[src/mb_write_multi_pkg.sv]
// constants, types and helpers for the multiple-register write handler
package mb_write_multi_pkg;

   // ************************************************************
   // frame byte positions, counted from the first header byte
   // ************************************************************
   localparam logic [8:0]  POS_MSG_END   = 9'h004; // msg number 0..3
   localparam logic [8:0]  POS_STATION   = 9'h006; // station number
   localparam logic [8:0]  POS_FUNC      = 9'h007; // function code
   localparam logic [8:0]  POS_ADDR_HI   = 9'h008; // start address high
   localparam logic [8:0]  POS_ADDR_LO   = 9'h009; // start address low
   localparam logic [8:0]  POS_CNT_HI    = 9'h00A; // word count high
   localparam logic [8:0]  POS_CNT_LO    = 9'h00B; // word count low
   localparam logic [8:0]  POS_BCNT      = 9'h00C; // value byte count
   localparam logic [8:0]  POS_VALUES    = 9'h00D; // first value byte
   localparam logic [8:0]  POS_IDX_MAX   = 9'h1FF; // index saturation

   // ************************************************************
   // codes and limits
   // ************************************************************
   localparam logic [7:0]  STATION_MIN   = 8'h01;
   localparam logic [7:0]  STATION_MAX   = 8'hF7;
   localparam logic [7:0]  FUNC_WRITE    = 8'h10; // write multiple
   localparam logic [7:0]  FUNC_WRITE_ER = 8'h90; // error reply code
   localparam logic [7:0]  EXC_NONE      = 8'h00;
   localparam logic [7:0]  EXC_FUNC      = 8'h01; // illegal function
   localparam logic [7:0]  EXC_ADDR      = 8'h02; // illegal address
   localparam logic [7:0]  EXC_VALUE     = 8'h03; // illegal value
   localparam logic [15:0] WORDS_MAX     = 16'h007B; // 123 words
   localparam logic [7:0]  MEM_WORDS     = 8'h7B;
   localparam int          MEM_DEPTH     = 123;
   localparam logic [16:0] ADDR_SPACE    = 17'h10000;
   localparam logic [15:0] REPLY_LEN_OK  = 16'h0006;
   localparam logic [15:0] REPLY_LEN_ER  = 16'h0003;
   localparam logic [3:0]  TX_LAST_OK    = 4'hB; // 12 byte reply
   localparam logic [3:0]  TX_LAST_ER    = 4'h8; // 9 byte reply

   // ************************************************************
   // types
   // ************************************************************
   typedef enum logic [1:0] {ST_RX, ST_WRITE, ST_TX} state_e;

   typedef struct packed {
      logic        valid;
      logic [7:0]  data;
      logic        last;
   } byte_s;

   typedef struct packed {
      logic        valid;
      logic [15:0] addr;
      logic [15:0] data;
   } word_s;

   typedef struct packed {
      logic        valid;
      logic [15:0] addr;
      logic [31:0] data;
   } pair_s;

   typedef struct packed {
      state_e      state;
      logic [8:0]  idx;
      logic [31:0] msg;
      logic        addressed;
      logic [7:0]  station;
      logic [15:0] addr;
      logic [15:0] cnt;
      logic [7:0]  bcnt;
      logic [7:0]  exc;
      logic [7:0]  hi_byte;
      logic [6:0]  wptr;
      logic [3:0]  tidx;
      logic        err;
      logic [7:0]  tx_byte;
      logic        tx_last;
      word_s       wr;
      pair_s       pair;
   } ctrl_s;

   localparam ctrl_s CTRL_RESET = '0;

   // ************************************************************
   // helpers
   // ************************************************************
   // one byte of the reply frame; fields go out high byte first
   function automatic logic [7:0] reply_byte(
      input logic [3:0]  i,
      input logic        err,
      input logic [31:0] msg,
      input logic [7:0]  st,
      input logic [15:0] addr,
      input logic [15:0] cnt,
      input logic [7:0]  exc);
      logic [15:0] len;
      len = err ? REPLY_LEN_ER : REPLY_LEN_OK;
      case (i)
         4'h0:    reply_byte = msg[31:24];
         4'h1:    reply_byte = msg[23:16];
         4'h2:    reply_byte = msg[15:8];
         4'h3:    reply_byte = msg[7:0];
         4'h4:    reply_byte = len[15:8];
         4'h5:    reply_byte = len[7:0];
         4'h6:    reply_byte = st;
         4'h7:    reply_byte = err ? FUNC_WRITE_ER : FUNC_WRITE;
         4'h8:    reply_byte = err ? exc : addr[15:8];
         4'h9:    reply_byte = addr[7:0];
         4'hA:    reply_byte = cnt[15:8];
         4'hB:    reply_byte = cnt[7:0];
         default: reply_byte = 8'h00;
      endcase
   endfunction

   // 32-bit value from two registers sent low word first
   function automatic logic [31:0] join_low_first(
      input logic [15:0] first_word,
      input logic [15:0] second_word);
      join_low_first = {second_word, first_word};
   endfunction

endpackage

[src/mb_write_multi.sv]
// frame handler for the write-multiple-holding-register request
`timescale 1ns/1ps

// Behaviour
// - station byte 1..247 and ours, else ignore
// - function 0x10 expected and echoed on success
// - start address taken high byte first
// - word count taken high byte first
// - byte count twice words, values high first
// - success reply echoes station, code, address, count
// - failure reply carries 0x90 and exception code
// - six byte header: message number, remaining length
// - 16-bit contents travel high byte first
// - 32-bit values pair two registers, low first
module modbus_write_multi_regs
   import mb_write_multi_pkg::*;
(
   input  wire logic        clk_sys,     // 200 MHz system clock
   input  wire logic        rst_b,       // async reset, active low
   input  wire logic [7:0]  my_station,  // our station number
   input  wire byte_s       rx,          // request byte stream
   output      logic        rx_ready,    // request byte accepted
   output      byte_s       tx,          // reply byte stream
   input  wire logic        tx_ready,    // reply byte taken
   output      word_s       wr,          // holding register write
   output      pair_s       wr_pair      // 32-bit pair completed
);

   // ************************************************************
   // frame layout and timing
   // ************************************************************
   // request bytes, one per accepted cycle, in wire order:
   //   0..3   message number, copied into the reply
   //   4..5   remaining length, carried but not checked
   //   6      station number, compared with my_station
   //   7      function code, only multiple write served
   //   8..9   first register address, high byte first
   //   10..11 word count, high byte first
   //   12     value byte count, twice the word count
   //   13..   values, two bytes per word, high first
   // the frame is judged when rx.last arrives; the byte index
   // then tells a short or long frame from a good one
   // writes start one edge after the last byte of a good frame,
   // one word per cycle; the reply is loaded on the edge of the
   // final write, so that pulse and the first reply byte share
   // a cycle
   // error frames skip the writes and reply at once
   // foreign or out-of-range stations leave no trace
   // limitation: at most 123 words staged per frame; larger
   // counts are refused before anything is written
   // trade-off: staging costs a small array but keeps a bad
   // frame away from every holding register
   // receive stalls while writes and reply are busy
   // pairs group words by frame index: 0 with 1, 2 with 3
   // reply length is a constant per reply kind, never
   // computed from the request

   // ************************************************************
   // state and value store
   // ************************************************************
   ctrl_s       r_reg;                   // all control state
   ctrl_s       r_next;                  // its next value
   logic [15:0] mem [MEM_DEPTH];         // staged register values
   logic        mem_we;                  // stage one value word
   logic [6:0]  mem_widx;                // word slot to stage
   logic [15:0] mem_wdata;               // word to stage
   logic [8:0]  didx;                    // index into value bytes
   logic [7:0]  exc_v;                   // exception found at end
   logic [15:0] wr_addr_v;               // address of current word

   // rx_ready and tx.valid decode the state, so they move on
   // the same edge as the state and never glitch between bytes
   // handshakes straight from state, data from flops
   assign rx_ready = (r_reg.state == ST_RX);
   assign tx.valid = (r_reg.state == ST_TX);
   assign tx.data  = r_reg.tx_byte;
   assign tx.last  = r_reg.tx_last;
   assign wr       = r_reg.wr;
   assign wr_pair  = r_reg.pair;

   // ************************************************************
   // next state
   // ************************************************************
   // one process computes every next value; the array is
   // written through mem_we, outside the control struct
   // exception codes: 01 bad function, 02 address overrun,
   // 03 bad word count, byte count or value byte total
   // helpers get a value at the top, so no path latches
   // the state struct is copied whole, then fields change
   always_comb
   begin
      r_next     = r_reg;
      r_next.wr.valid   = 1'b0;
      r_next.pair.valid = 1'b0;
      mem_we     = 1'b0;
      mem_widx   = 7'h00;
      mem_wdata  = 16'h0000;
      didx       = r_reg.idx - POS_VALUES;
      exc_v      = r_reg.exc;
      wr_addr_v  = r_reg.addr + {9'h000, r_reg.wptr};
      case (r_reg.state)
         // collect one frame byte per accepted cycle
         ST_RX:
         begin
            if (rx.valid)
            begin
               if (r_reg.idx < POS_MSG_END)
               begin
                  // message number kept in arrival order
                  r_next.msg = {r_reg.msg[23:0], rx.data};
               end
               case (r_reg.idx)
                  POS_STATION:
                  begin
                     r_next.station   = rx.data;
                     // out-of-range or foreign stations never answer
                     r_next.addressed = (rx.data == my_station) &&
                                        (rx.data >= STATION_MIN) &&
                                        (rx.data <= STATION_MAX);
                  end
                  POS_FUNC:
                  begin
                     if (rx.data != FUNC_WRITE)
                     begin
                        // keep draining the frame, answer at its end
                        r_next.exc = EXC_FUNC;
                     end
                  end
                  POS_ADDR_HI: r_next.addr[15:8] = rx.data;
                  POS_ADDR_LO: r_next.addr[7:0]  = rx.data;
                  POS_CNT_HI:  r_next.cnt[15:8]  = rx.data;
                  POS_CNT_LO:  r_next.cnt[7:0]   = rx.data;
                  POS_BCNT:    r_next.bcnt       = rx.data;
                  default:
                  begin
                     // value bytes pair high then low into one word
                     if ((r_reg.idx >= POS_VALUES) &&
                         (didx[8:1] < MEM_WORDS))
                     begin
                        if (!didx[0])
                        begin
                           r_next.hi_byte = rx.data;
                        end
                        else
                        begin
                           mem_we    = 1'b1;
                           mem_widx  = didx[7:1];
                           mem_wdata = {r_reg.hi_byte, rx.data};
                        end
                     end
                  end
               endcase
               // index saturates so an endless frame cannot wrap
               // around and fake a correct byte total
               if (r_reg.idx != POS_IDX_MAX)
               begin
                  r_next.idx = r_reg.idx + 9'h001;
               end
               if (rx.last)
               begin
                  // frame end: judge the whole request at once
                  // a function error on this very byte counts too
                  exc_v = r_next.exc;
                  // order: word count range, address range, then
                  // byte count against words and bytes received
                  if (exc_v == EXC_NONE)
                  begin
                     if ((r_next.cnt == 16'h0000) ||
                         (r_next.cnt > WORDS_MAX))
                     begin
                        exc_v = EXC_VALUE;
                     end
                     else if (({1'b0, r_next.addr} +
                               {1'b0, r_next.cnt}) > ADDR_SPACE)
                     begin
                        exc_v = EXC_ADDR;
                     end
                     else if ((r_next.bcnt != {r_next.cnt[6:0], 1'b0}) ||
                              (r_reg.idx + 9'h001 !=
                               POS_VALUES + {1'b0, r_next.bcnt}))
                     begin
                        // staged words are simply dropped here
                        exc_v = EXC_VALUE;
                     end
                  end
                  r_next.idx  = 9'h000;
                  r_next.exc  = exc_v;
                  r_next.err  = (exc_v != EXC_NONE);
                  r_next.tidx = 4'h0;
                  r_next.wptr = 7'h00;
                  if (!r_next.addressed)
                  begin
                     // not for us: stay silent, start over
                     r_next.exc       = EXC_NONE;
                     r_next.addressed = 1'b0;
                  end
                  else if (exc_v != EXC_NONE)
                  begin
                     r_next.state   = ST_TX;
                     r_next.tx_byte = reply_byte(4'h0, 1'b1,
                        r_next.msg, r_next.station, r_next.addr,
                        r_next.cnt, exc_v);
                     r_next.tx_last = 1'b0;
                  end
                  else
                  begin
                     r_next.state = ST_WRITE;
                  end
               end
            end
         end
         // word k goes to start address plus k; every odd word
         // closes a 32-bit pair whose low word is the one before
         // commit staged words, one per cycle, only after checks
         ST_WRITE:
         begin
            r_next.wr.valid = 1'b1;
            r_next.wr.addr  = wr_addr_v;
            r_next.wr.data  = mem[r_reg.wptr];
            if (r_reg.wptr[0])
            begin
               // odd slot closes a pair begun by the word before it
               r_next.pair.valid = 1'b1;
               r_next.pair.addr  = wr_addr_v - 16'h0001;
               r_next.pair.data  = join_low_first(
                  mem[r_reg.wptr - 7'h01], mem[r_reg.wptr]);
            end
            r_next.wptr = r_reg.wptr + 7'h01;
            if ({9'h000, r_reg.wptr} + 16'h0001 == r_reg.cnt)
            begin
               r_next.state   = ST_TX;
               r_next.tx_byte = reply_byte(4'h0, 1'b0, r_reg.msg,
                  r_reg.station, r_reg.addr, r_reg.cnt,
                  r_reg.exc);
               r_next.tx_last = 1'b0;
            end
         end
         // host may stall for any number of cycles
         // send the reply, holding each byte until taken
         ST_TX:
         begin
            if (tx_ready)
            begin
               if (r_reg.tx_last)
               begin
                  // final byte taken: clear frame state and
                  // listen again from the next cycle on
                  r_next.state     = ST_RX;
                  r_next.exc       = EXC_NONE;
                  r_next.addressed = 1'b0;
                  r_next.err       = 1'b0;
               end
               else
               begin
                  r_next.tidx    = r_reg.tidx + 4'h1;
                  r_next.tx_byte = reply_byte(r_reg.tidx + 4'h1,
                     r_reg.err, r_reg.msg, r_reg.station, r_reg.addr,
                     r_reg.cnt, r_reg.exc);
                  r_next.tx_last = (r_reg.tidx + 4'h1) ==
                     (r_reg.err ? TX_LAST_ER : TX_LAST_OK);
               end
            end
         end
         default:
         begin
            // unreachable state: fall back to a clean idle
            r_next = CTRL_RESET;
         end
      endcase
   end

   // ************************************************************
   // registers
   // ************************************************************
   // reset clears only the control struct; the value array is
   // always rewritten by a frame before it is read back
   // control state, cleared by reset
   always_ff @(posedge clk_sys or negedge rst_b)
   begin
      if (!rst_b)
      begin
         r_reg <= CTRL_RESET;
      end
      else
      begin
         r_reg <= r_next;
      end
   end

   // one word per cycle at most, so a single write port does
   // value store needs no reset: read only after a full frame
   always_ff @(posedge clk_sys)
   begin
      if (mem_we)
      begin
         mem[mem_widx] <= mem_wdata;
      end
   end

endmodule

[config.mk]
export PLATFORM = sky130hd
export DESIGN_NAME = modbus_write_multi_regs
export DESIGN_NICKNAME = d
export VERILOG_FILES = /design/src/mb_write_multi_pkg.sv /design/src/mb_write_multi.sv
export SDC_FILE = /design/constraint.sdc
export NUM_CORES = 2
export LEC_CHECK = 0
export BUFFER_PORTS_ARGS = -buffer_cell sky130_fd_sc_hd__clkbuf_2
export CORE_MARGIN = 2
export CORE_UTILIZATION = 58
export DETAILED_ROUTE_END_ITERATION = 12
export PLACE_DENSITY = 0.77
export SLEW_MARGIN = 15
export SYNTH_ARGS = -nofsm -noshare
export SYNTH_HDL_FRONTEND = slang
export SYNTH_SLANG_ARGS = --single-unit
[constraint.sdc]
create_clock -name clk_sys -period 5.2 [get_ports clk_sys]
set_input_delay 0.52 -clock clk_sys [delete_from_list [all_inputs] [get_ports clk_sys]]
set_output_delay 0.52 -clock clk_sys [all_outputs]
set_load 0.01 [all_outputs]
# Word-level counts from Yosys, hierarchy flattened
# Memories as Yosys holds them, arrays and structs flattened.
# Index checks and enable logic that the tools add are counted.
[word_totals]
output_inout_bits = 93
memories = 1
word_cells = 201
input_bits = 21
ram_bits = 1968
reg_bits = 211
[memory_table]
columns = ["memory", "words", "word_bits", "read_ports", "rd_clocked_by_memory_dff", "write_ports", "line_no", "source"]
rows = [
  ["mem", 123, 16, 2, 0, 1, "mb_write_multi.sv:63", "logic [15:0] mem [MEM_DEPTH];"],
]
[op_classes]
n_reduce_logical = 26
add_sub_neg = 10
n_bitwise = 4
order_cmp = 7
muxes = 89
n_eq_ne = 42
[op_table]
columns = ["op", "n"]
rows = [
  ["$mux W8", 35],
  ["$pmux W82 S2", 1],
  ["$mux W129", 1],
  ["$pmux W48 S2", 1],
  ["$pmux W8 S12", 1],
  ["$pmux W41 S2", 1],
  ["$mux W16", 5],
  ["$mux W9", 8],
  ["$mux W49", 1],
  ["$eq A9 B4 Y1 const B", 5],
  ["$mux W7", 5],
  ["$mux W32", 1],
  ["$pmux W9 S3", 1],
  ["$pmux W8 S3", 1],
  ["$mux W21", 1],
  ["$pmux W7 S3", 1],
  ["$eq A9 B3 Y1 const B", 2],
  ["$add A16 B16 Y17", 1],
  ["$gt A17 B17 Y1 const B", 1],
  ["$add A16 B7 Y16", 1],
  ["$eq A4 B3 Y1 const B", 4],
  ["$eq A4 B4 Y1 const B", 4],
  ["$eq A8 B16 Y1", 1],
  ["$gt A16 B7 Y1 const B", 1],
  ["other kinds (52)", 94],
]

# Logic depth before layout (Yosys ltp)
[depth]
depth_word = 20
depth_mapped = 20
ltp_nobuf = 15

# Worst setup path before layout
# OpenSTA, ideal clock, no wires.
[synth_path]
path_type = "reg-to-reg"
start = "register r_reg[200] in the netlist's numbering"
end = "memory mem[0][10], data pin"
path_slack_ns = 0.021
synth_period_minus_slack_ns = 5.179
required_ns = 4.678
t_arrival_ns = 4.658
path_stages_with_launch = 15
n_path_buf = 5
setup_time_ns = 0.522
cell_sequence = "dfrtp_1 buf_4 inv_1 ha_1 clkbuf_1 and3b_1 clkbuf_1 o31ai_1 a22oi_1 a31o_2 or3_1 nor2b_1 clkbuf_2 clkbuf_1 and2_1"
[synth_via]
elab_chain_len = 7
word_cells_on_any_way = 17
classes_between = "add/sub: 1; order compare: 2; eq/ne: 7; mux: 5; reduce/logical: 2"
[synth_rtl]
columns = ["item", "line_no", "source"]
rows = [
  ["from (decl)", "mb_write_multi.sv:61", "ctrl_s r_reg;"],
  ["from (signal assigned)", "mb_write_multi.sv:286", "r_reg <= r_next;"],
  ["$sub A9 B4 Y9", "mb_write_multi.sv:98", "didx = r_reg.idx - POS_VALUES;"],
  ["$lt A8 B7 Y1", "mb_write_multi.sv:138", "(didx[8:1] < MEM_WORDS))"],
  ["$logic_and A1 B1 Y1", "mb_write_multi.sv:137", "if ((r_reg.idx >= POS_VALUES) &&"],
  ["$mux W16", "mb_write_multi.sv:137", ""],
  ["$mux W16 *", "mb_write_multi.sv:112", "case (r_reg.idx)"],
  ["$mux W16 *", "mb_write_multi.sv:105", "if (rx.valid)"],
  ["$mux W16 *", "mb_write_multi.sv:101", "case (r_reg.state)"],
  ["named net mem_wdata[10]", "mb_write_multi.sv:66", "logic [15:0] mem_wdata;"],
  ["to (decl)", "mb_write_multi.sv:63", ""],
]
# Mark *: on every way through the listed nets, which the timed path passes. The rest lies on a longest branch.

# Final worst setup path
[layout_path]
start = "register r_reg[207] in the netlist's numbering"
end = "register r_reg (netlist bit tx[3])"
[layout_via]
elab_chain_len = 17
word_cells_on_any_way = 57
classes_between = "add/sub: 3; order compare: 3; eq/ne: 11; mux: 34; reduce/logical: 6"
[layout_rtl]
columns = ["item"]
rows = [
  ["parallel branches: the longest is 17 deep, another holds $add A16 B16 Y17"],
]
# Parallel ways; which one is timed is not known. The select of a mux whose other input is x is not followed.
# A chain may end at the register's enable or synchronous reset.

==> parameters.txt <==
Parameter                              Value

Status
  Run status ... completed

Synth
  Synthesis-stage register bit count ... 2179
  Most common flop cell mapped by yosys ... sky130_fd_sc_hd__edfxtp_1
  Seq/Total Area, Yosys ... 61.1%
  Number of synthesis warnings ... 0
  Synthesized Nets ... 5930
  Average cell area after synthesis ... 18.0 um2
  Share of the synthesized area in the top cell type ... 56.1%
  Number of enable-type register cells in the synthesized netlist ... 1968
  Fraction of synthesis flops using an asynchronous set or reset pin ... 9.68%
  Biggest area consumer among synthesized cells ... sky130_fd_sc_hd__edfxtp_1
  Mapped Area ... 105000 um2
  Number of distinct library cells after synthesis ... 93
  Synth top area cells ... sky130_fd_sc_hd__edfxtp_1, sky130_fd_sc_hd__mux4_2, sky130_fd_sc_hd__dfrtp_1
  Post-Syn Instances ... 5865

Clock tree
  Insertion delay to the later sink of the worst-skew pair ... 0.89 ns
  Maximum clock path buffer count ... 3
  Clock tree sinks ... 2179
  CTS clk-pin slew, worst paths ... 0.06 ns
  TritonCTS clock tree ... yes
  CTS Root Buffer Type ... sky130_fd_sc_hd__clkbuf_16
  Cts bufs inserted ... 218
  Total number of H-tree levels ... 4
  Setup bufs post-CTS ... 0

Finish
  Area taken by flip-flops and latches ... 64400 um2
  Commonest non-fill, non-tap cell in the layout ... sky130_fd_sc_hd__edfxtp_1
  Filler Cell Count ... 11549
  Share of final-layout standard cells stronger than drive strength 1 ... 35.2%
  Most frequent cells in the layout ... sky130_fd_sc_hd__edfxtp_1, sky130_fd_sc_hd__mux4_2, sky130_fd_sc_hd__nand2_1
  Post-layout net count ... 6118
  Area of the multi-input gates ... 38600 um2
  Largest register FFs ... 1968
  Layout Area Growth over Synthesis ... 12.0%
  Final standard cell utilization of the core ... 65.3%

Drt
  Total met3 wirelength after detailed routing ... 47800 um
  Number of detailed-route iterations in the first pass ... 6
  Routed wire length ... 321000 um
  Wire length on met1 ... 105000 um
  Met2 wirelength from detailed routing ... 148000 um
  Uppermost signal routing layer after detailed routing ... met5
  Vias ... 64612
  Drc violations ... 0
  Wire length per cell after detailed routing ... 37.3 um
  Violation count after the first detailed-route iteration ... 11009
  Remaining antenna violation count ... 0
  Via count normalized by instance count ... 7.49

Placement
  Placer Congestion ... 0.938
  Buffers added on ports ... 113
  Detailed Place HPWL ... 199000 um

Die
  Starting utilization of the core area ... 58.3%
  Chip Height ... 430 um
  Number of core rows ... 156
  Floorplan die area ... 185000 um2
  Core outline area ... 181000 um2
  Chip width ... 430 um
  I/O pin count ... 114

Pwr
  Worst voltage drop across the vdd grid ... 0.000358 V
  Leakage power total ... 0.0419 uW
  Power per unit of standard cell area ... 317 nW/um2

Timing
  Worst slew pin tran ... 1.28 ns
  Final critical path time including I/O delays and setup ... 5.01 ns
  Hold WS ... 0.0650 ns
  Clock Skews ... 0.0375 ns
  Setup Viol. Count Final ... 0
  Number of failing hold endpoints at the final stage ... 0
  Peak clock frequency supported by timing ... 0.200 GHz
  Summed negative setup slack over all endpoints ... 0 ns
  Final clock period utilization by the worst path ... 96.3%
  RSZ-0062 raised after global routing ... false
  Number of max-slew violations in the final report ... 0
  Headroom to the max-slew limit ... 13.9%

Critical path
  WP data required ... 5.95 ns
  Worst Path Max Fanout ... 8
  Slowest Stage Delay on Critical Path ... 0.57 ns
  Critical-path top delay cell ... sky130_fd_sc_hd__or4_4
  Crit path depth ... 17
  Startpoint Class ... flip-flop
  Kind of cell adding the most delay to the critical path ... simple AND/OR/NAND/NOR gates
  Worst setup startpoint ... r_reg[207]
  Worst setup slack for register-to-register paths ... 0.19 ns
  Worst r2r path cells ... 17
  Ordered cell list for the critical path ... or4_4 > nor2_4 > and3_4 > mux2_2 > ha_2 > fa_2 > xor2_1 > nor3_2 > o211ai_1 > or4_4 > nor4b_4 > a41oi_2 > buf_4 > nand4b_4 > o311ai_4 > buf_12 > mux2_2
  Sum of buffers and inverters on the critical path ... 2
  Reg-to-Reg End ... tx[3]
  Worst EP arrival ... 5.75 ns
  Type of element capturing the critical path ... flip-flop
  Crit Reg-Reg Startpoint ... r_reg[207]
  Category of the most critical setup path ... flip-flop to flip-flop

Global route
  Antenna violations before repair ... 23
  Wire length of the first global-routing pass ... 462000 um
  Largest net degree at the start of global routing ... 130
  Number of global-route vias before repair ... 63731
  Total track usage ... 35.0%
  Overflow left after global routing ... 0

Worst hold path
  Count of cells along the worst hold path ... 3
  Endpoint of the worst hold path ... r_reg[105]
  Min-delay worst type ... input pin to flip-flop
  Startpoint of the worst hold path ... rx[3]

Run
  MaxCap Viol Count ... 0
-- logic make-up after synthesis --
group                      share of synthesized area [%]
and+or+nand+nor                                     3.67
adders and majority gates                          0.537
DFF                                                 61.1
buffers and inverters                               2.69
muxes                                               26.9
xor gates and xnor gates                           0.662
AOI/OAI and AO/OA                                   4.38
-- how the worst max path moves through the flow --
stage / to / slack, ns
floorplan: mem[0][10] / 0.02
global placement: tx[8] / -0.27
detailed placement: tx[3] / -0.24
CTS: tx[3] / 0.04
global route: tx[2] / 0.04
finish: tx[3] / 0.19
-- worst min-delay path: stages --
cell and delay, ns:
sky130_fd_sc_hd__clkbuf_2 0.19, sky130_fd_sc_hd__nand2_1 0.10, sky130_fd_sc_hd__o21ai_0 0.07
-- routing by layer --
metal | up-vias | track usage [%]
li1 | 24854 | -
met1 | 33293 | 45.5
met2 | 5398 | 53.1
met3 | 1037 | 11.6
met4 | 30 | 18.0
met5 | - | 0
-- synth_stat cells (all sizes together), types with 29 or more instances --
cell type and instances:
edfxtp 1968, mux4 1127, nand2 369, buf 276, clkbuf 261, mux2i 251, nor2 245, dfrtp 211
o21ai 201, a21oi 138, o221ai 53, nand3 52, a22oi 51, xnor2 48, ha 42, mux2 42
inv 41, o22ai 41, a22o 39, nor3 38, a21o 30, xor2 29
-- final cells by class --
type	count	area share (%)
clock inverters	133	1.15
clock buffers	279	4.99
multi-input cells	3105	32.7
repair buffers	505	3.88
well taps	2370	2.51
inverters	44	0.144
diodes	6	0.0127
flip-flops and latches	2179	54.6
-- report_power, final --
group / internal (uW) / switching (uW)
sequential: 19000 / 245
combinational: 697 / 1390
clock: 9120 / 6950
total: 28800 / 8580
-- per-stage QoR --
| stage | worst slack, ns | power [uW] | instances | instance area [um2] |
|---|---|---|---|---|
| after floorplan | 0.0206 | 20900 | 5865 | 105000 |
| after global routing | 0.0358 | 38300 | 8615 | 118000 |
| after detailed placement | -0.243 | 21600 | 8202 | 111000 |
| final | 0.193 | 37400 | 8621 | 118000 |
| after global placement | -0.273 | 21600 | 8202 | 111000 |
| after CTS | 0.0353 | 37400 | 8615 | 118000 |
-- repair_timing --
action	4_1_cts	5_1_grt
pin swaps	3	5
endpoints found under the setup margin	9	9
hold endpoints to repair	128	0
resized for setup	8	7
hold buffers	1	0
(Power assumes the default switching activity.)
